File: src/include/dpfm_consts.svh
// Purpose: Named constants for the pin-function mux
// Assumes: Included by bare name
// Notes: Bit positions within the flag and mode vectors
`ifndef DPFM_CONSTS_SVH
`define DPFM_CONSTS_SVH
`define DPFM_MODE_A 0
`define DPFM_MODE_B 1
`define DPFM_MODE_C 2
`define DPFM_MODE_D 3
`define DPFM_FLAG_IRQ_EDGE_ONLY 4
`define DPFM_FLAG_IRQ_LEVEL_LOW_0 5
`define DPFM_FLAG_IRQ_LEVEL_LOW_1 6
`define DPFM_FLAG_IRQ_EDGE_OR_LEVEL_2 7
`define DPFM_IRQ_SRC_IRQ_EDGE_ONLY 0
`define DPFM_IRQ_SRC_IRQ_LEVEL_LOW_0 1
`define DPFM_IRQ_SRC_IRQ_LEVEL_LOW_1 2
`define DPFM_IRQ_SRC_IRQ_EDGE_OR_LEVEL_2 3
`define DPFM_IRQ_SRC_SP0 4
`define DPFM_IRQ_SRC_SP1 5
`define DPFM_SEL_PRIMARY 1'h0
`define DPFM_SEL_ALTERNATE 1'h1
`endif

File: src/include/dpfm_pkg.sv
// Purpose: Types for the pin-function mux
// Assumes: Nothing
// Notes: Bus-configuration mode taken from mode input C
package dpfm_pkg;
  typedef enum logic [1:0] {
    DPFM_FULL_MEMORY = 2'h1,
    DPFM_HOST = 2'h2
  } dpfm_bus_mode_type;
endpackage

File: src/logic/dpfm_irq_detect.sv
// Purpose: One interrupt request detector, edge or level sensing
// Assumes: Pin active low, synchronous to the clock
// Notes: Edge latch is cleared by the sequencer acknowledge
`include "dpfm_consts.svh"
module dpfm_irq_detect (
  input wire logic i_clk_sys, // System clock
  input wire logic i_resetn, // Async reset, active low
  input wire logic i_pin_n, // Request level, active low
  input wire logic i_edge_mode, // 1 = falling edge sense
  input wire logic i_ack, // Clears a latched edge
  output logic o_req // Request pending
);
  logic prev_q;
  logic edge_q;
  logic fall;
  assign fall = prev_q & ~i_pin_n;
  always_ff @(posedge i_clk_sys or negedge i_resetn) begin
    if (!i_resetn) begin
      prev_q <= 1'h1;
    end else begin
      prev_q <= i_pin_n;
    end
  end
  // Set wins over acknowledge so no edge is lost
  always_ff @(posedge i_clk_sys or negedge i_resetn) begin
    if (!i_resetn) begin
      edge_q <= 1'h0;
    end else if (fall) begin
      edge_q <= 1'h1;
    end else if (i_ack) begin
      edge_q <= 1'h0;
    end
  end
  assign o_req = i_edge_mode ? edge_q : ~i_pin_n;
endmodule

File: src/logic/dpfm_pin_mux.sv
// Purpose: Shared pin-function multiplexing for boot, flag and IRQ pins
// Assumes: Pin levels synchronous to i_clk_sys; pins active low for IRQ
// Notes: Pin wire level is resolved outside from output enables
// How it works
// - Bus pin function fixed only at reset
// - Serial pin function changeable at run time
// - Shared pins act as flag and IRQ
// - Boot-mode inputs sampled only at the first clock after reset release
// - After reset mode pins are flags 0-3
// - IRQ_EDGE_OR_LEVEL_2 and both serial port IRQs selectable sense; others fixed sense
// - Own flag drive also raises interrupt
// - Control field selects serial port function
// - Reset leaves pins in primary function
// - Mode C low full memory, high host
// - Alternate: two IRQs, flag in, flag out
`include "dpfm_consts.svh"
module dpfm_pin_mux #(
  parameter int NFLAG = 8, // Programmable flag pins
  parameter int NIRQ = 6 // External interrupt sources
) (
  input wire logic i_clk_sys, // System clock
  input wire logic i_resetn, // Async reset, active low
  input wire logic [NFLAG-1:0] i_gp_flag, // Flag pin levels
  input wire logic [NFLAG-1:0] i_flag_dir, // 1 = flag is output
  input wire logic [NFLAG-1:0] i_flag_wdata, // Flag output values
  output logic [NFLAG-1:0] o_gp_flag, // Flag pin drive value
  output logic [NFLAG-1:0] o_gp_flag_oe, // Flag pin drive enable
  output logic [NFLAG-1:0] o_flag_rdata, // Flag levels seen
  input wire logic i_irq_edge_or_level_2_edge_mode, // Sense for irq_edge_or_level_2
  input wire logic [NIRQ-1:0] i_interrupt_mask_reg, // Enable per source
  input wire logic [NIRQ-1:0] i_irq_ack, // Sequencer acknowledge
  output logic [NIRQ-1:0] o_irq_vector_req, // Enabled pending requests
  input wire logic i_sport_alt_sel, // Control field: 1 = alternate
  input wire logic [1:0] i_sport_irq_n, // Second serial port IRQ pins
  input wire logic i_sport_dr, // Receive data pin level
  input wire logic i_sport_core_dt, // Serial port transmit data
  input wire logic i_sport_sclk_int, // Internal serial clock
  input wire logic i_flag_out_val, // Value for flag_out pin
  output logic o_sport_dt, // Transmit data pin drive
  output logic o_sport_sclk, // Serial clock pin drive
  output logic o_sport_dr_core, // Receive data to serial port
  output logic o_flag_in, // flag_in level
  output logic o_sport_alt_q, // Active serial pin function
  output dpfm_pkg::dpfm_bus_mode_type o_bus_mode, // Bus mode
  output logic [3:0] o_boot_mode // Latched mode A..D
);
  logic run_q;
  logic [3:0] boot_q;
  logic alt_q;
  logic [NFLAG-1:0] seen;
  logic [NIRQ-1:0] pin_n;
  logic [NIRQ-1:0] edge_mode;
  logic [NIRQ-1:0] pend;
  dpfm_pkg::dpfm_bus_mode_type bus_q;

  // Mode pins are inputs while reset holds; run_q marks the first cycle
  // after release, which is when the straps are captured.
  always_ff @(posedge i_clk_sys or negedge i_resetn) begin
    if (!i_resetn) begin
      run_q <= 1'h0;
    end else begin
      run_q <= 1'h1;
    end
  end

  always_ff @(posedge i_clk_sys or negedge i_resetn) begin
    if (!i_resetn) begin
      boot_q <= 4'h0;
    end else if (!run_q) begin
      boot_q <= i_gp_flag[`DPFM_MODE_D:`DPFM_MODE_A];
    end
  end

  always_ff @(posedge i_clk_sys or negedge i_resetn) begin
    if (!i_resetn) begin
      bus_q <= dpfm_pkg::DPFM_FULL_MEMORY;
    end else if (!run_q) begin
      bus_q <= i_gp_flag[`DPFM_MODE_C] ? dpfm_pkg::DPFM_HOST
                                       : dpfm_pkg::DPFM_FULL_MEMORY;
    end
  end
  assign o_bus_mode = bus_q;
  assign o_boot_mode = boot_q;

  // Flags never drive before the straps are taken, keeping mode pins inputs
  always_ff @(posedge i_clk_sys or negedge i_resetn) begin
    if (!i_resetn) begin
      o_gp_flag <= '0;
      o_gp_flag_oe <= '0;
    end else begin
      o_gp_flag <= i_flag_wdata;
      o_gp_flag_oe <= run_q ? i_flag_dir : '0;
    end
  end

  // Read-back follows own drive so self-driven flags still interrupt
  assign seen = (o_gp_flag_oe & o_gp_flag) | (~o_gp_flag_oe & i_gp_flag);
  assign o_flag_rdata = seen;

  // Serial port function register, primary after reset
  always_ff @(posedge i_clk_sys or negedge i_resetn) begin
    if (!i_resetn) begin
      alt_q <= `DPFM_SEL_PRIMARY;
    end else begin
      alt_q <= i_sport_alt_sel;
    end
  end
  assign o_sport_alt_q = alt_q;

  always_ff @(posedge i_clk_sys or negedge i_resetn) begin
    if (!i_resetn) begin
      o_sport_dt <= 1'h0;
      o_flag_in <= 1'h0;
    end else begin
      o_sport_dt <= alt_q ? i_flag_out_val : i_sport_core_dt;
      o_flag_in <= alt_q ? i_sport_dr : 1'h0;
    end
  end
  assign o_sport_dr_core = alt_q ? 1'h0 : i_sport_dr;
  assign o_sport_sclk = i_sport_sclk_int;

  // Source order: edge-only, level 0, level 1, configurable 2, port 0, 1
  assign pin_n[`DPFM_IRQ_SRC_IRQ_EDGE_ONLY] = seen[`DPFM_FLAG_IRQ_EDGE_ONLY];
  assign pin_n[`DPFM_IRQ_SRC_IRQ_LEVEL_LOW_0] = seen[`DPFM_FLAG_IRQ_LEVEL_LOW_0];
  assign pin_n[`DPFM_IRQ_SRC_IRQ_LEVEL_LOW_1] = seen[`DPFM_FLAG_IRQ_LEVEL_LOW_1];
  assign pin_n[`DPFM_IRQ_SRC_IRQ_EDGE_OR_LEVEL_2] = seen[`DPFM_FLAG_IRQ_EDGE_OR_LEVEL_2];
  assign pin_n[`DPFM_IRQ_SRC_SP0] = alt_q ? i_sport_irq_n[0] : 1'h1;
  assign pin_n[`DPFM_IRQ_SRC_SP1] = alt_q ? i_sport_irq_n[1] : 1'h1;
  assign edge_mode[`DPFM_IRQ_SRC_IRQ_EDGE_ONLY] = 1'h1;
  assign edge_mode[`DPFM_IRQ_SRC_IRQ_LEVEL_LOW_0] = 1'h0;
  assign edge_mode[`DPFM_IRQ_SRC_IRQ_LEVEL_LOW_1] = 1'h0;
  assign edge_mode[`DPFM_IRQ_SRC_IRQ_EDGE_OR_LEVEL_2] = i_irq_edge_or_level_2_edge_mode;
  assign edge_mode[`DPFM_IRQ_SRC_SP0] = i_irq_edge_or_level_2_edge_mode;
  assign edge_mode[`DPFM_IRQ_SRC_SP1] = i_irq_edge_or_level_2_edge_mode;

  genvar g;
  generate
    for (g = 0; g < NIRQ; g++) begin : g_irq
      dpfm_irq_detect u_det (
        .i_clk_sys(i_clk_sys),
        .i_resetn(i_resetn),
        .i_pin_n(pin_n[g]),
        .i_edge_mode(edge_mode[g]),
        .i_ack(i_irq_ack[g]),
        .o_req(pend[g])
      );
    end
  endgenerate

  assign o_irq_vector_req = pend & i_interrupt_mask_reg;

  // Assertions
  chk_mode_hold: assert property (
    @(posedge i_clk_sys) disable iff (!i_resetn)
    $past(run_q) |-> $stable(o_bus_mode))
    else $error("bus mode changed while running");
  chk_boot_hold: assert property (
    @(posedge i_clk_sys) disable iff (!i_resetn)
    $past(run_q) |-> $stable(o_boot_mode))
    else $error("boot mode changed while running");
  chk_mode_c: assert property (
    @(posedge i_clk_sys) disable iff (!i_resetn)
    !run_q ##1 run_q |-> (o_bus_mode == dpfm_pkg::DPFM_HOST)
      == o_boot_mode[`DPFM_MODE_C])
    else $error("bus mode does not follow mode C");
  chk_flag_oe: assert property (
    @(posedge i_clk_sys) disable iff (!i_resetn)
    run_q |=> o_gp_flag_oe == $past(i_flag_dir))
    else $error("flag direction not applied");
  chk_sport_sel: assert property (
    @(posedge i_clk_sys) disable iff (!i_resetn)
    run_q |=> o_sport_alt_q == $past(i_sport_alt_sel))
    else $error("serial port function not updated");
  chk_alt_out: assert property (
    @(posedge i_clk_sys) disable iff (!i_resetn)
    o_sport_alt_q |=> o_sport_dt == $past(i_flag_out_val))
    else $error("flag_out not driven in alternate mode");
  chk_self_irq: assert property (
    @(posedge i_clk_sys) disable iff (!i_resetn)
    o_gp_flag_oe[`DPFM_FLAG_IRQ_LEVEL_LOW_0] && !o_gp_flag[`DPFM_FLAG_IRQ_LEVEL_LOW_0]
      && i_interrupt_mask_reg[`DPFM_IRQ_SRC_IRQ_LEVEL_LOW_0]
      |-> o_irq_vector_req[`DPFM_IRQ_SRC_IRQ_LEVEL_LOW_0])
    else $error("self-driven flag did not interrupt");
  chk_mask_gate: assert property (
    @(posedge i_clk_sys) disable iff (!i_resetn)
    (o_irq_vector_req & ~i_interrupt_mask_reg) == '0)
    else $error("masked interrupt raised");
  chk_level_irq: assert property (
    @(posedge i_clk_sys) disable iff (!i_resetn)
    seen[`DPFM_FLAG_IRQ_LEVEL_LOW_1] && i_interrupt_mask_reg[`DPFM_IRQ_SRC_IRQ_LEVEL_LOW_1]
      |-> !o_irq_vector_req[`DPFM_IRQ_SRC_IRQ_LEVEL_LOW_1])
    else $error("level request without low level");
  chk_edge_sticky: assert property (
    @(posedge i_clk_sys) disable iff (!i_resetn)
    pend[`DPFM_IRQ_SRC_IRQ_EDGE_ONLY] && !i_irq_ack[`DPFM_IRQ_SRC_IRQ_EDGE_ONLY]
      |=> pend[`DPFM_IRQ_SRC_IRQ_EDGE_ONLY])
    else $error("edge request lost before acknowledge");
  chk_level_follow: assert property (
    @(posedge i_clk_sys) disable iff (!i_resetn)
    pend[`DPFM_IRQ_SRC_IRQ_LEVEL_LOW_0] == !seen[`DPFM_FLAG_IRQ_LEVEL_LOW_0])
    else $error("level request does not follow pin");
  chk_primary_dr: assert property (
    @(posedge i_clk_sys) disable iff (!i_resetn)
    !o_sport_alt_q |-> o_sport_dr_core == i_sport_dr)
    else $error("receive data not routed in primary mode");
  chk_alt_flag_in: assert property (
    @(posedge i_clk_sys) disable iff (!i_resetn)
    o_sport_alt_q |=> o_flag_in == $past(i_sport_dr))
    else $error("flag_in not taken in alternate mode");
  chk_straps_undriven: assert property (
    @(posedge i_clk_sys) disable iff (!i_resetn)
    !run_q |-> o_gp_flag_oe == '0)
    else $error("mode pins driven before straps taken");
  cov_host: cover property (@(posedge i_clk_sys)
    run_q && o_bus_mode == dpfm_pkg::DPFM_HOST);
  cov_alt: cover property (@(posedge i_clk_sys)
    !o_sport_alt_q ##1 o_sport_alt_q);
  cov_edge_irq: cover property (@(posedge i_clk_sys)
    o_irq_vector_req[`DPFM_IRQ_SRC_IRQ_EDGE_ONLY]);
  cov_full_mem: cover property (@(posedge i_clk_sys)
    !run_q ##1 run_q && o_bus_mode == dpfm_pkg::DPFM_FULL_MEMORY);
  cov_self_irq: cover property (@(posedge i_clk_sys)
    o_gp_flag_oe[`DPFM_FLAG_IRQ_LEVEL_LOW_1] && o_irq_vector_req[`DPFM_IRQ_SRC_IRQ_LEVEL_LOW_1]);
endmodule

File: config.mk
export PLATFORM = sky130hd
export DESIGN_NAME = dpfm_pin_mux
export DESIGN_NICKNAME = d
export VERILOG_FILES = /design/src/include/dpfm_pkg.sv /design/src/logic/dpfm_irq_detect.sv /design/src/logic/dpfm_pin_mux.sv
export VERILOG_INCLUDE_DIRS = /design/src /design/src/include
export SDC_FILE = /design/constraint.sdc
export NUM_CORES = 1
export LEC_CHECK = 0
export BUFFER_PORTS_ARGS = -buffer_cell sky130_fd_sc_hd__buf_2
export CAP_MARGIN = 10
export CORE_MARGIN = 4
export CORE_UTILIZATION = 36
export CTS_CLUSTER_SIZE = 16
export DETAILED_ROUTE_END_ITERATION = 7
export PLACE_DENSITY = 0.8
export SYNTH_ARGS = -nofsm -noshare
export SYNTH_HDL_FRONTEND = slang
export SYNTH_SLANG_ARGS = --single-unit
File: constraint.sdc
create_clock -name i_clk_sys -period 0.98 [get_ports i_clk_sys]
set_clock_uncertainty 0.15 [all_clocks]
set_input_delay 0.098 -clock i_clk_sys [delete_from_list [all_inputs] [get_ports i_clk_sys]]
set_output_delay 0.098 -clock i_clk_sys [all_outputs]
set_load 0.03 [all_outputs]
## Word-level counts from Yosys, hierarchy flattened

Cells that the tools add are included.

- Register bits: 34
- Input bits: 46
- Output and inout bits: 41

- Muxes and demuxes: 18
- Bitwise logic cells: 15
- Reduce and logical (&&, ||, !) cells: 4

Operators by type and width:

| cell | count |
|---|---|
| $and 8x8->8 | 2 |
| $mux 1 | 16 |
| $mux 8 | 1 |
| $not 8->8 | 1 |
| $or 8x8->8 | 1 |
| $reduce_bool 2->1 | 4 |
| $and 6x6->6 | 1 |
| $not 1->1 | 6 |
| $and 1x1->1 | 4 |
| $mux 2 | 1 |

## Longest topological paths before layout

Gate-level depths: netlist (run 1).

- Word-level depth: 6
- Depth in mapped cells: 3

## Modules after synthesis

Synthesis (run 1) repeated with hierarchy kept, for this count alone.

- Cell total of the unflattened synthesis: 109
- Area, all modules: 1,435.1 um2

By module, submodules not included:

| module | instances | area an instance (um2) | sequential area each (um2) | cells an instance |
|---|---|---|---|---|
| dpfm_pin_mux | 1 | 954.7 | 626.9 | 67 |
| dpfm_irq_detect | 6 | 80.1 | 51.3 | 7 |

## Worst setup path before layout (run 1)

OpenSTA, ideal clock, no wires.

- Path kind: register to output
- From: register o_gp_flag_oe[7]
- To: output port o_irq_vector_req[3]
- Path buffers: 0
- Arrival: 1.603 ns
- Required time: 0.732 ns
- Cell stages (with the launch flop): 3
- Slack: -0.871 ns
- Path through: dfrtp_1 > mux2_2 > o21ai_0

- Longest elaborated chain between the ends: 6
- Elaborated cells between the ends (all ways): 7
- Those cells by class: mux (1); bitwise (6)

Ends and longest elaborated chain:

| item | line | source |
|---|---|---|
| start, declared | dpfm_pin_mux.sv:27 | `output logic [NFLAG-1:0] o_gp_flag_oe,` |
| start signal, assigned | dpfm_pin_mux.sv:92 | `o_gp_flag_oe <= run_q ? i_flag_dir : '0;` |
| $not 8->8 | dpfm_pin_mux.sv:97 | `assign seen = (o_gp_flag_oe & o_gp_flag) \| (~o_gp_flag_oe & i_gp_flag);` |
| $and 8x8->8 | dpfm_pin_mux.sv:97 |  |
| $or 8x8->8 * | dpfm_pin_mux.sv:97 |  |
| via g_irq[3].u_det.i_pin_n | dpfm_irq_detect.sv:8 | `input wire logic i_pin_n,` |
| $not 1->1 * | dpfm_irq_detect.sv:34 | `assign o_req = i_edge_mode ? edge_q : ~i_pin_n;` |
| $mux 1 * | dpfm_irq_detect.sv:34 |  |
| $and 6x6->6 * | dpfm_pin_mux.sv:150 | `assign o_irq_vector_req = pend & i_interrupt_mask_reg;` |
| end, declared | dpfm_pin_mux.sv:32 | `output logic [NIRQ-1:0] o_irq_vector_req,` |

The timed path passes the listed nets; every way through them passes the cells marked *.

## Final worst setup path (run 1)

- From: register alt_q (netlist: o_sport_alt_q)
- To: output port o_irq_vector_req[4]

- Longest elaborated chain between the ends: 4

Ends and longest elaborated chain:

| item | line | source |
|---|---|---|
| start, declared | dpfm_pin_mux.sv:49 | `logic alt_q;` |
| start signal, assigned | dpfm_pin_mux.sv:103 | `` alt_q <= `DPFM_SEL_PRIMARY; `` |
| start signal, assigned | dpfm_pin_mux.sv:105 | `alt_q <= i_sport_alt_sel;` |
| $mux 1 | dpfm_pin_mux.sv:127 | `` assign pin_n[`DPFM_IRQ_SRC_SP0] = alt_q ? i_sport_irq_n[0] : 1'h1; `` |
| $not 1->1 | dpfm_irq_detect.sv:34 |  |
| $mux 1 | dpfm_irq_detect.sv:34 |  |
| $and 6x6->6 | dpfm_pin_mux.sv:150 |  |

No other way between the ends.

==> run summary, run 1 <==
### Route
• 0 — Remaining DRCs
• 4340 um — total wire length after detailed routing
• 4 — count of TritonRoute iterations in the first routing pass
• 1212 — total vias in the final route
• 15.9 um — wire length per cell
• 0 — antenna viol nets, final
• 4.44 — via-per-instance ratio
• 20 — first-iteration detailed-routing DRC count

### Clock tree
• 0.12 ns — Clk pin slew, worst setup/hold paths
• yes — CTS tree
• 29 — quantity of hold-fixing buffers added after cts
• sky130_fd_sc_hd__clkbuf_4 — CTS Root Cell
• 5 — total CTS buffers
• 0.34 ns — clock latency on the worst-skew pair
• 2 — H-tree level count
• 2 — buffer levels on the longest clock path
• 33 — clock tree sinks

### Critical path
• flip-flop — startpoint type of the worst setup path
• 4 — number of cell instances on the worst register-to-register path
• 1.41 ns — data arrival time at the worst-slack endpoint
• -0.31 ns — minimum setup slack among reg-to-reg paths
• g_irq[3].u_det.edge_q — Reg-to-Reg End
• 4 — Max FO, Critical Path
• o_gp_flag_oe[7] — start of the worst register-to-register path
• flip-flop to output port — worst setup path category
• 0.73 ns — data required time of the critical path
• output port — Worst setup EP type
• o_sport_alt_q — launch point of the critical path

### Global route
• 20.0% — gr usage total
• 6400 um — first-pass GRT wire length
• 0 — total grt overflow
• 1353 — via count of the first global-routing pass
• 0 — number of antenna violations at the first check in global routing
• 34 — largest net degree at the start of global routing

### Die
• 21 — total number of placement rows
• 87 — I/O pin count
• 37.4% — initial core utilization
• 67.1 um — vertical die dimension
• 3360 um^2 — Core Area
• 67.1 um — Die Span X
• 4500 um^2 — die area

### Logic synthesis
• 55.7% — Synth top area share
• 66.2% — part of the Yosys area used for sequential elements
• sky130_fd_sc_hd__dfrtp_1 — post-synthesis cell type with the largest combined area
• 0% — post-synthesis share of cell area spent on full adders, half adders and majority gates
• 13.4 um^2 — syn_area_per_cell
• 0% — Synth Area in XOR/XNOR
• 20 — Cell variety after synth
• 11.6% — multiplexer share of the synthesized area
• 33 — synthesized flop and latch total
• 10.7% — simple logic cell fraction of the synthesized area
• 0 — warnings from Yosys
• sky130_fd_sc_hd__dfrtp_1 (56%), sky130_fd_sc_hd__mux2_2 (12%), sky130_fd_sc_hd__dfstp_2 (10%) — leading post-synthesis cells by cell area
• 140 — nets in the synthesized netlist
• 1260 um^2 — Mapped Area
• multiplexers — largest family of logic cells by synthesized area
• 94 — Mapped Cells
• 4.28% — post-synthesis compound-gate area fraction

### Placed design
• 222 — total instance count after detailed placement
• -0.349 ns — worst slack at placement
• 82 — number of port buffers
• 0.673 — global placer's final weighted congestion
• 2360 um — half-perimeter wire length after detailed placement

### Cells and area
• 111% — area growth from synthesis to layout
• 272 — final layout net count
• 79.0% — final design utilization
• 0 — antenna diode instance count
• 71.4% — share of final-layout standard cells stronger than drive strength 1
• 197 — Filler Cells Inserted
• 273 — number of standard cells in the layout, taps in and fillers out

### Power and ir drop
• 0.00231 W — design internal power
• 0.00101 W — net switching power figure
• 46.5% — Reg power frac
• 0.835 mV — worst voltage drop across the vdd grid
• 1.33 nW — total leakage power
• 22.2% — part of the power in the clock network
• 30.4% — switching fraction of total power
• 1250 nW/um^2 — pwr/cell area
• 31.4% — Logic pwr share

### Timing
• 56 — final setup violation count
• 5 — count of endpoints failing hold in the final timing report
• 0 — final count of pins violating max slew
• true — RSZ-0062 raised after global routing
• 1.66 ns — minimum clock period after layout
• -0.142 ns — final hold slack
• -0.681 ns — setup slack after layout
• 0.602 GHz — highest attainable clock frequency
• 169% — final critical-path share of the clock period

### Run status
• complete, but fails checks — outcome
• negative hold slack, negative setup slack — violations in the final reports

### Min path
• input port to flip-flop — class of the tightest hold or removal check
• 2 — WHS Path Cells
• i_sport_irq_n[1] — worst min-delay path startpoint
• g_irq[5].u_det.prev_q — Min-Delay Endpoint

### Job
• 0 — maxcap violations

==> power groups by stage <==
stage / sequential, W / clock, W / combinational [W]
finish: 0.00154 / 0.000736 / 0.00104
global placement: 0.00155 / 0 / 0.000665
CTS: 0.00154 / 0.000750 / 0.000991
floorplan: 0.00167 / 0 / 0.000324
detailed placement: 0.00155 / 0 / 0.000680
global route: 0.00155 / 0.000828 / 0.00110
==> flip-flops by register name, indices dropped and copies added (netlist names) <==
name                cells
o_bus_mode              1
o_flag_in               1
o_sport_dt              1
o_boot_mode             4
o_gp_flag               8
run_q                   1
o_sport_alt_q           1
o_gp_flag_oe            8
g_irq.u_det.edge_q      4
g_irq.u_det.prev_q      4
==> cell usage in the layout, fill, tap and decap left out <==
cell	instances
sky130_fd_sc_hd__a21boi_4	2
sky130_fd_sc_hd__o21ai_4	1
sky130_fd_sc_hd__clkinv_2	2
sky130_fd_sc_hd__mux2_4	12
sky130_fd_sc_hd__dlygate4sd3_1	29
sky130_fd_sc_hd__inv_1	10
sky130_fd_sc_hd__nor2_4	2
sky130_fd_sc_hd__nand2_1	2
sky130_fd_sc_hd__and2_4	7
sky130_fd_sc_hd__dfstp_2	5
sky130_fd_sc_hd__clkbuf_1	1
sky130_fd_sc_hd__buf_12	2
sky130_fd_sc_hd__or2b_1	2
sky130_fd_sc_hd__buf_6	55
sky130_fd_sc_hd__and2_2	1
sky130_fd_sc_hd__o22ai_1	2
sky130_fd_sc_hd__nand2b_1	1
sky130_fd_sc_hd__nand2_2	1
sky130_fd_sc_hd__conb_1	1
sky130_fd_sc_hd__and2_1	2
sky130_fd_sc_hd__and2b_2	1
sky130_fd_sc_hd__buf_4	4
sky130_fd_sc_hd__clkbuf_4	5
sky130_fd_sc_hd__nand3_1	1
sky130_fd_sc_hd__mux2_2	1
sky130_fd_sc_hd__o21ai_2	1
sky130_fd_sc_hd__dfrtp_1	14
sky130_fd_sc_hd__or3b_4	2
sky130_fd_sc_hd__dfrtp_2	14
sky130_fd_sc_hd__buf_2	42
sky130_fd_sc_hd__o22ai_2	2
==> worst max-delay path by stage <==
stage	endpoint	cells after the start	slack, ns
6_report	o_irq_vector_req[4]	3	-0.68
5_1_grt	o_irq_vector_req[4]	3	-0.74
4_1_cts	o_irq_vector_req[4]	3	-0.69
3_5_place_dp	o_irq_vector_req[4]	3	-0.35
3_3_place_gp	o_irq_vector_req[5]	3	-0.31
2_1_floorplan	o_irq_vector_req[4]	2	-0.40
==> repair_timing <==
action / in CTS / in global routing
buffers inserted: 9 / 9
endpoints found under the hold margin: 64 / 5
gates resized for setup: 102 / 9
endpoints found under the setup margin: 56 / 62
pin swaps: 6 / 2
==> routing by layer <==
layer	part of all wire [%]	global-route usage, %	vias up
met1	34	19.3	588
met2	56	37.7	59
li1	-	-	561
met3	9.1	8.43	4
met4	0.92	6.84	0
met5	0	0	-
==> worst max-delay path, stage by stage (launching register included) <==
cell                       delay, ns
sky130_fd_sc_hd__dfrtp_2        0.40
sky130_fd_sc_hd__or3b_4         0.39
sky130_fd_sc_hd__a21boi_4       0.14
sky130_fd_sc_hd__buf_6          0.14
==> synth_stat cells <==
library cell                n
sky130_fd_sc_hd__conb_1     1
sky130_fd_sc_hd__a21boi_1   1
sky130_fd_sc_hd__o21ai_0    2
sky130_fd_sc_hd__dfstp_2    5
sky130_fd_sc_hd__buf_4      6
sky130_fd_sc_hd__dfrtp_1   28
sky130_fd_sc_hd__or3b_1     2
sky130_fd_sc_hd__inv_1     10
sky130_fd_sc_hd__nand3_1    1
sky130_fd_sc_hd__nand2_1    3
sky130_fd_sc_hd__and2b_2    1
sky130_fd_sc_hd__nand2b_1   1
sky130_fd_sc_hd__clkbuf_1   1
sky130_fd_sc_hd__o22ai_1    4
sky130_fd_sc_hd__a21boi_2   1
sky130_fd_sc_hd__mux2_2    13
sky130_fd_sc_hd__or2b_1     2
sky130_fd_sc_hd__and2_2     1
sky130_fd_sc_hd__nor2_1     2
sky130_fd_sc_hd__and2_1     9
==> per-stage QoR <==
step                      TNS [ns]  instance area [um^2]  power, W  hold slack, ns
after global placement       -3.89                  1850   0.00221         -0.0866
after detailed placement     -4.21                  1850   0.00223         -0.0798
after global routing        -18.36                  2660   0.00348          -0.149
final                       -16.10                  2660   0.00332          -0.142
after floorplan              -3.73                  1400   0.00200          -0.348
after CTS                   -15.97                  2580   0.00328          -0.167
==> final cells by class <==
type                       instances  area [um^2]  share of cell area [%]
sequential                        33          850                    32.0
clock buffer                       6         41.3                    1.55
clock inverter                     2         10.0                   0.377
multi-input combinational         44          470                    17.7
inverter                          10         37.5                    1.41
tap                               46         57.6                    2.17
timing repair buffer             132         1190                    44.8
==> kinds of logic after synthesis <==
group / count (synthesis)
buf+inv: 17
simple gates: 22
compound gates: 8
other cells: 1
mux: 13
flops: 33
(Power assumes the default switching activity.)
==> run 2: changes to the inputs <==
--- a/config.mk
+++ b/config.mk
@@ -9,10 +9,11 @@
 export BUFFER_PORTS_ARGS = -buffer_cell sky130_fd_sc_hd__buf_2
 export CAP_MARGIN = 10
 export CORE_MARGIN = 4
-export CORE_UTILIZATION = 36
+export CORE_UTILIZATION = 38
 export CTS_CLUSTER_SIZE = 16
 export DETAILED_ROUTE_END_ITERATION = 7
-export PLACE_DENSITY = 0.8
+export PLACE_DENSITY = 0.81
 export SYNTH_ARGS = -nofsm -noshare
 export SYNTH_HDL_FRONTEND = slang
+export SYNTH_HIERARCHICAL = 1
 export SYNTH_SLANG_ARGS = --single-unit
==> run 2 against run 1 <==
The run still ends with negative hold slack, negative setup slack left. Setup slack improved by 0.036 ns. Combinational power up 12%. First-iteration DRC count up 85%. Synthesized cell count is 16% higher. Sequential share of layout area grew 0.50 points. Count of clock-buffer cells in the layout increased by 2. Area after synthesis is 14% higher. Worst hold slack improved by 0.072 ns.
==> run summary, run 2 <==
### Cells and area
• o_gp_flag: 8 flops, o_gp_flag_oe: 8 flops — largest registers
• 70.1% — share of final-layout standard cells stronger than drive strength 1
• 299 — number of standard cells in the layout, taps in and fillers out
• 104% — area growth from synthesis to layout
• 0 — antenna diode instance count
• 189 — Filler Cells Inserted
• 296 — final layout net count
• sky130_fd_sc_hd__buf_6 — most common library cell in the layout ignoring fill and taps
• sky130_fd_sc_hd__buf_6 (56), sky130_fd_sc_hd__buf_2 (44), sky130_fd_sc_hd__dlygate4sd3_1 (28) — leading cell types in the layout, fill and taps excluded

### Logic synthesis
• sky130_fd_sc_hd__dfrtp_1 — count leader, synth
• 37 — synthesized flop and latch total
• 0 — Post-synth EDFFs
• 109 — Mapped Cells
• sky130_fd_sc_hd__dfrtp_1 — ys flop type
• 52.3% — Synth top area share
• sky130_fd_sc_hd__dfrtp_1 (30), sky130_fd_sc_hd__and2_1 (15), sky130_fd_sc_hd__mux2_2 (13) — commonest cells in the netlist
• 6 — warnings from Yosys
• 100% — share of async-settable or async-resettable flops after synthesis
• 65.1% — part of the Yosys area used for sequential elements
• 1440 um^2 — Mapped Area
• sky130_fd_sc_hd__dfrtp_1 — post-synthesis cell type with the largest combined area
• 13 — Cell variety after synth
• 13.2 um^2 — syn_area_per_cell
• sky130_fd_sc_hd__dfrtp_1 (52%), sky130_fd_sc_hd__dfstp_2 (13%), sky130_fd_sc_hd__mux2_2 (10%) — leading post-synthesis cells by cell area

### Route
• 1344 — total vias in the final route
• 5140 um — total wire length after detailed routing
• 0 — antenna viol nets, final
• 0 — Remaining DRCs
• 5 — count of TritonRoute iterations in the first routing pass
• 37 — first-iteration detailed-routing DRC count
• 4.49 — via-per-instance ratio
• 17.2 um — wire length per cell

### Critical path
• 0.42 ns — largest incremental delay on the critical path
• mux2_4, o21ai_2, and2_4, buf_6 — cells along the critical path
• output port — Worst setup EP type
• flip-flops — Top delay family on crit path
• sky130_fd_sc_hd__dfrtp_2 — cell type of the slowest stage on the worst timing path
• 1.38 ns — data arrival time at the worst-slack endpoint
• 0.73 ns — data required time of the critical path
• -0.38 ns — minimum setup slack among reg-to-reg paths
• 4 — number of cell instances on the worst register-to-register path
• o_gp_flag_oe[5] — launch point of the critical path
• o_sport_dt — Reg-to-Reg End
• flip-flop — startpoint type of the worst setup path
• flip-flop to output port — worst setup path category
• o_sport_alt_q — start of the worst register-to-register path
• 1 — worst path bufs/invs
• 2 — Max FO, Critical Path

### Timing
• -14.47 ns — total negative setup slack
• 1.62 ns — minimum clock period after layout
• 166% — final critical-path share of the clock period
• 0.615 GHz — highest attainable clock frequency
• 59 — final setup violation count
• 4 — count of endpoints failing hold in the final timing report
• 0 — final count of pins violating max slew
• -0.645 ns — setup slack after layout
• -0.0698 ns — final hold slack
• true — RSZ-0062 raised after global routing

### Clock tree
• 5 — total CTS buffers
• sky130_fd_sc_hd__clkbuf_8 — CTS Root Cell
• 0.28 ns — clock latency on the worst-skew pair
• 37 — clock tree sinks
• 0.08 ns — Clk pin slew, worst setup/hold paths
• 2 — buffer levels on the longest clock path
• 28 — quantity of hold-fixing buffers added after cts
• yes — CTS tree
• 2 — H-tree level count

### Global route
• 7600 um — first-pass GRT wire length
• 0 — number of antenna violations at the first check in global routing
• 1564 — via count of the first global-routing pass
• 0 — total grt overflow
• 20.1% — gr usage total
• 38 — largest net degree at the start of global routing

### Job
• 0 — maxcap violations

### Min path
• i_gp_flag[3] — worst min-delay path startpoint
• 2 — WHS Path Cells
• input port to flip-flop — class of the tightest hold or removal check
• o_boot_mode[3] — Min-Delay Endpoint

### Power and ir drop
• 1370 nW/um^2 — pwr/cell area
• 1.48 nW — total leakage power
• 0.00401 W — total power
• 1.11 mV — worst voltage drop across the vdd grid

### Die
• 87 — I/O pin count
• 4820 um^2 — die area
• 39.2% — initial core utilization
• 3660 um^2 — Core Area
• 22 — total number of placement rows
• 69.5 um — Die Span X
• 69.5 um — vertical die dimension

### Run status
• complete, but fails checks — outcome
• negative hold slack, negative setup slack — violations in the final reports

### Placed design
• 0.726 — global placer's final weighted congestion
• 2430 um — half-perimeter wire length after detailed placement
• 84 — number of port buffers
• 247 — total instance count after detailed placement
• -0.402 ns — worst slack at placement

-- run 2: cell count changes in the layout (fill, tap and decap cells not counted), moves of 3 or more --
cell	change
sky130_fd_sc_hd__o22ai_2	+3
sky130_fd_sc_hd__o21ai_2	+5
sky130_fd_sc_hd__and2_4	+5
sky130_fd_sc_hd__nand2_1	+4
sky130_fd_sc_hd__clkbuf_8	+6
sky130_fd_sc_hd__conb_1	+6
sky130_fd_sc_hd__clkbuf_4	-5
-- run 2: layer usage --
| layer | vias up | wire, um | GRT usage, % |
|---|---|---|---|
| li1 | 620 | - | - |
| met1 | 623 | 1860 | 22.6 |
| met2 | 82 | 2670 | 33.7 |
| met3 | 19 | 427 | 7.25 |
| met4 | 0 | 184 | 9.33 |
| met5 | - | 0 | 0 |
-- run 2: final cells by class --
type / count / area [um^2] / share of cell area (%)
Timing Repair Buffer: 136 / 1220 / 41.7
Inverter: 12 / 45.0 / 1.54
Tap cell: 48 / 60.1 / 2.05
Sequential cell: 37 / 952 / 32.5
Clock buffer: 8 / 90.1 / 3.07
Multi-Input combinational cell: 58 / 561 / 19.1
-- run 2: worst max-delay path by stage --
| stage | to | slack, ns | cells past startpoint |
|---|---|---|---|
| 3_3_place_gp | o_irq_vector_req[3] | -0.39 | 4 |
| 2_1_floorplan | o_irq_vector_req[3] | -0.37 | 3 |
| 6_report | o_irq_vector_req[1] | -0.64 | 4 |
| 4_1_cts | o_irq_vector_req[1] | -0.66 | 4 |
| 3_5_place_dp | o_irq_vector_req[1] | -0.40 | 4 |
| 5_1_grt | o_irq_vector_req[3] | -0.70 | 4 |
-- run 2: worst reg2reg max path: cells and delay by family, from the launching register on --
kind,cells,cell delay [ns]
buffers and inverters,3,0.36
muxes,1,0.28
DFF,1,0.46
-- run 2: repair_timing --
action                                  4_1_cts  5_1_grt
pin swaps                                     2        5
endpoints found under the setup margin       56       63
gates resized for setup                      89       32
endpoints found under the hold margin        69        4
buffers inserted                              8       13
-- run 2: cell families after synthesis --
family	Yosys count	share of synthesized area (%)
flops	37	65.1
simple gates	25	9.68
buf+inv	19	6.80
compound gates	13	7.67
mux	13	10.2
other cells	2	0.523
-- run 2: metrics by stage --
stage	util [%]	cell area (um^2)
floorplan	-	1570
global placement	56.2	2060
detailed placement	56.2	2060
CTS	75.5	2770
global route	80.1	2930
finish	80.1	2930
-- run 2: power breakdown --
group,switching (W),internal (W),total [W]
combinational,0.000535,0.000629,0.00116
sequential,0.0000908,0.00166,0.00175
clock,0.000524,0.000574,0.00110
total,0.00115,0.00286,0.00401
==> run 3: changes to the inputs <==
--- a/config.mk
+++ b/config.mk
@@ -8,7 +8,7 @@
 export LEC_CHECK = 0
 export BUFFER_PORTS_ARGS = -buffer_cell sky130_fd_sc_hd__buf_2
 export CAP_MARGIN = 10
-export CORE_MARGIN = 4
+export CORE_MARGIN = 2
 export CORE_UTILIZATION = 38
 export CTS_CLUSTER_SIZE = 16
 export DETAILED_ROUTE_END_ITERATION = 7
==> constraint.sdc (replaced) <==
create_clock -name i_clk_sys -period 0.98 [get_ports i_clk_sys]
set_clock_uncertainty 0.15 [all_clocks]
set_input_delay 0.196 -clock i_clk_sys [delete_from_list [all_inputs] [get_ports i_clk_sys]]
set_output_delay 0.196 -clock i_clk_sys [all_outputs]
set_load 0.03 [all_outputs]
==> run 3 against run 2 <==
The flow finishes with violations (negative setup slack). Setup slack worse by 0.15 ns. Highest routed layer unchanged. First-iteration DRC count increased by 59%. Power shrank 3.4%. Largest power group unchanged.
==> run summary, run 3 (synthesized netlist as in run 2, its figures left out) <==
### Run status
• complete, but fails checks — outcome
• negative setup slack — violations in the final reports

### Critical path
• sky130_fd_sc_hd__dfrtp_2 — cell type of the slowest stage on the worst timing path
• 1 — worst path bufs/invs
• flip-flops — Top delay family on crit path
• flip-flop to output port — worst setup path category
• output port — Worst setup EP type
• flip-flop — startpoint type of the worst setup path
• 4 — number of cell instances on the worst register-to-register path
• mux2_4, o21ai_2, and2_4, buf_6 — cells along the critical path
• 4 — WP depth
• 2 — Max FO, Critical Path
• 0.63 ns — data required time of the critical path
• 1.43 ns — data arrival time at the worst-slack endpoint
• 0.41 ns — largest incremental delay on the critical path

### Timing
• -18.29 ns — total negative setup slack
• -0.798 ns — setup slack after layout
• 0 — final count of pins violating max slew
• 181% — final critical-path share of the clock period
• 0.562 GHz — highest attainable clock frequency
• 62 — final setup violation count
• true — RSZ-0062 raised after global routing
• 0 — count of endpoints failing hold in the final timing report
• 1.78 ns — minimum clock period after layout

### Min path
• input port to flip-flop — class of the tightest hold or removal check
• 2 — WHS Path Cells

### Cells and area
• 208 — Filler Cells Inserted
• sky130_fd_sc_hd__buf_6 (59), sky130_fd_sc_hd__buf_2 (44), sky130_fd_sc_hd__dlygate4sd3_1 (24) — leading cell types in the layout, fill and taps excluded
• sky130_fd_sc_hd__buf_6 — most common library cell in the layout ignoring fill and taps
• 296 — final layout net count
• 0 — antenna diode instance count
• o_gp_flag: 8 flops, o_gp_flag_oe: 8 flops — largest registers
• 73.3% — share of final-layout standard cells stronger than drive strength 1
• 102% — area growth from synthesis to layout
• 79.8% — final design utilization

### Route
• met4 — top sig layer
• 2560 um — amount of wire on met2 after detailed routing
• 4.34 — via-per-instance ratio
• 0 — antenna viol nets, final
• 15.0 um — wire length per cell
• 267 um — detailed-routed wire length on met3
• 59 — first-iteration detailed-routing DRC count
• 1298 — total vias in the final route
• 4 — count of TritonRoute iterations in the first routing pass
• 1580 um — Metal-1 WL
• 0 — Remaining DRCs
• 4490 um — total wire length after detailed routing

### Placed design
• 0.792 — global placer's final weighted congestion
• 2450 um — half-perimeter wire length after detailed placement
• 84 — number of port buffers

### Global route
• 6240 um — first-pass GRT wire length
• 20.1% — gr usage total
• 0 — total grt overflow
• 0 — number of antenna violations at the first check in global routing
• 38 — largest net degree at the start of global routing
• 1371 — via count of the first global-routing pass

### Clock tree
• 5 — total CTS buffers
• 24 — quantity of hold-fixing buffers added after cts
• 2 — buffer levels on the longest clock path
• yes — CTS tree
• 2 — H-tree level count
• 0.07 ns — Clk pin slew, worst setup/hold paths
• 0.28 ns — clock latency on the worst-skew pair
• 37 — clock tree sinks
• sky130_fd_sc_hd__clkbuf_8 — CTS Root Cell

### Die
• 22 — total number of placement rows
• 4280 um^2 — die area
• 39.5% — initial core utilization
• 3630 um^2 — Core Area
• 87 — I/O pin count
• 65.5 um — vertical die dimension
• 65.5 um — Die Span X

### Job
• 0 — maxcap violations

### Power and ir drop
• 1340 nW/um^2 — pwr/cell area
• 0.00387 W — total power
• 0.888 mV — worst voltage drop across the vdd grid
• 1.48 nW — total leakage power

==> run 3: cell type report <==
class	instances	area, um^2	share of cell area, %
clock buffer	6	72.6	2.50
multi-input combinational	58	556	19.2
timing repair buffer	136	1200	41.5
clock inverter	2	10.0	0.345
tap	48	60.1	2.07
sequential	37	952	32.8
inverter	12	45.0	1.55
==> run 3: power by group <==
group,leakage [nW],total [W],switching (W),internal [W]
combinational,1.01,0.00114,0.000514,0.000629
sequential,0.422,0.00174,0.0000817,0.00166
clock,0.0450,0.000992,0.000500,0.000492
total,1.48,0.00387,0.00110,0.00278
==> run 3: metal layers <==
layer	GRT usage [%]	up-vias
li1	-	615
met1	19.9	621
met2	38.3	55
met3	4.45	7
met4	10.9	0
met5	0	-
==> run 3: through the flow <==
stage	area (um^2)	cells	setup WS, ns	hold slack [ns]
2_1_floorplan	1570	114	-0.470	-0.250
3_3_place_gp	2080	250	-0.497	0.0224
3_5_place_dp	2080	250	-0.519	0.0264
4_1_cts	2750	288	-0.758	-0.0213
5_1_grt	2900	299	-0.850	-0.0102
6_report	2900	299	-0.798	0.00967
==> run 3: repair_timing <==
item,CTS,global route
buffers inserted,8,15
gates resized for setup,96,24
pin swaps,3,3
setup endpoints to repair,63,65
hold endpoints to repair,61,1
==> run 3: path summary, 6_finish.rpt <==
| path | startpoint | slack [ns] | endpoint |
|---|---|---|---|
| max | o_gp_flag_oe[6] | -0.80 | o_irq_vector_req[2] |
| max in group asynchronous | i_resetn | 0.14 | g_irq[2].u_det/prev_q |
| min reg2reg | o_bus_mode[0] | 0.33 | o_bus_mode[0] |
| min | i_gp_flag[1] | 0.01 | o_boot_mode[1] |
| min in group asynchronous | i_resetn | 0.28 | o_sport_dt |
| max reg2reg | o_sport_alt_q | -0.38 | o_sport_dt |
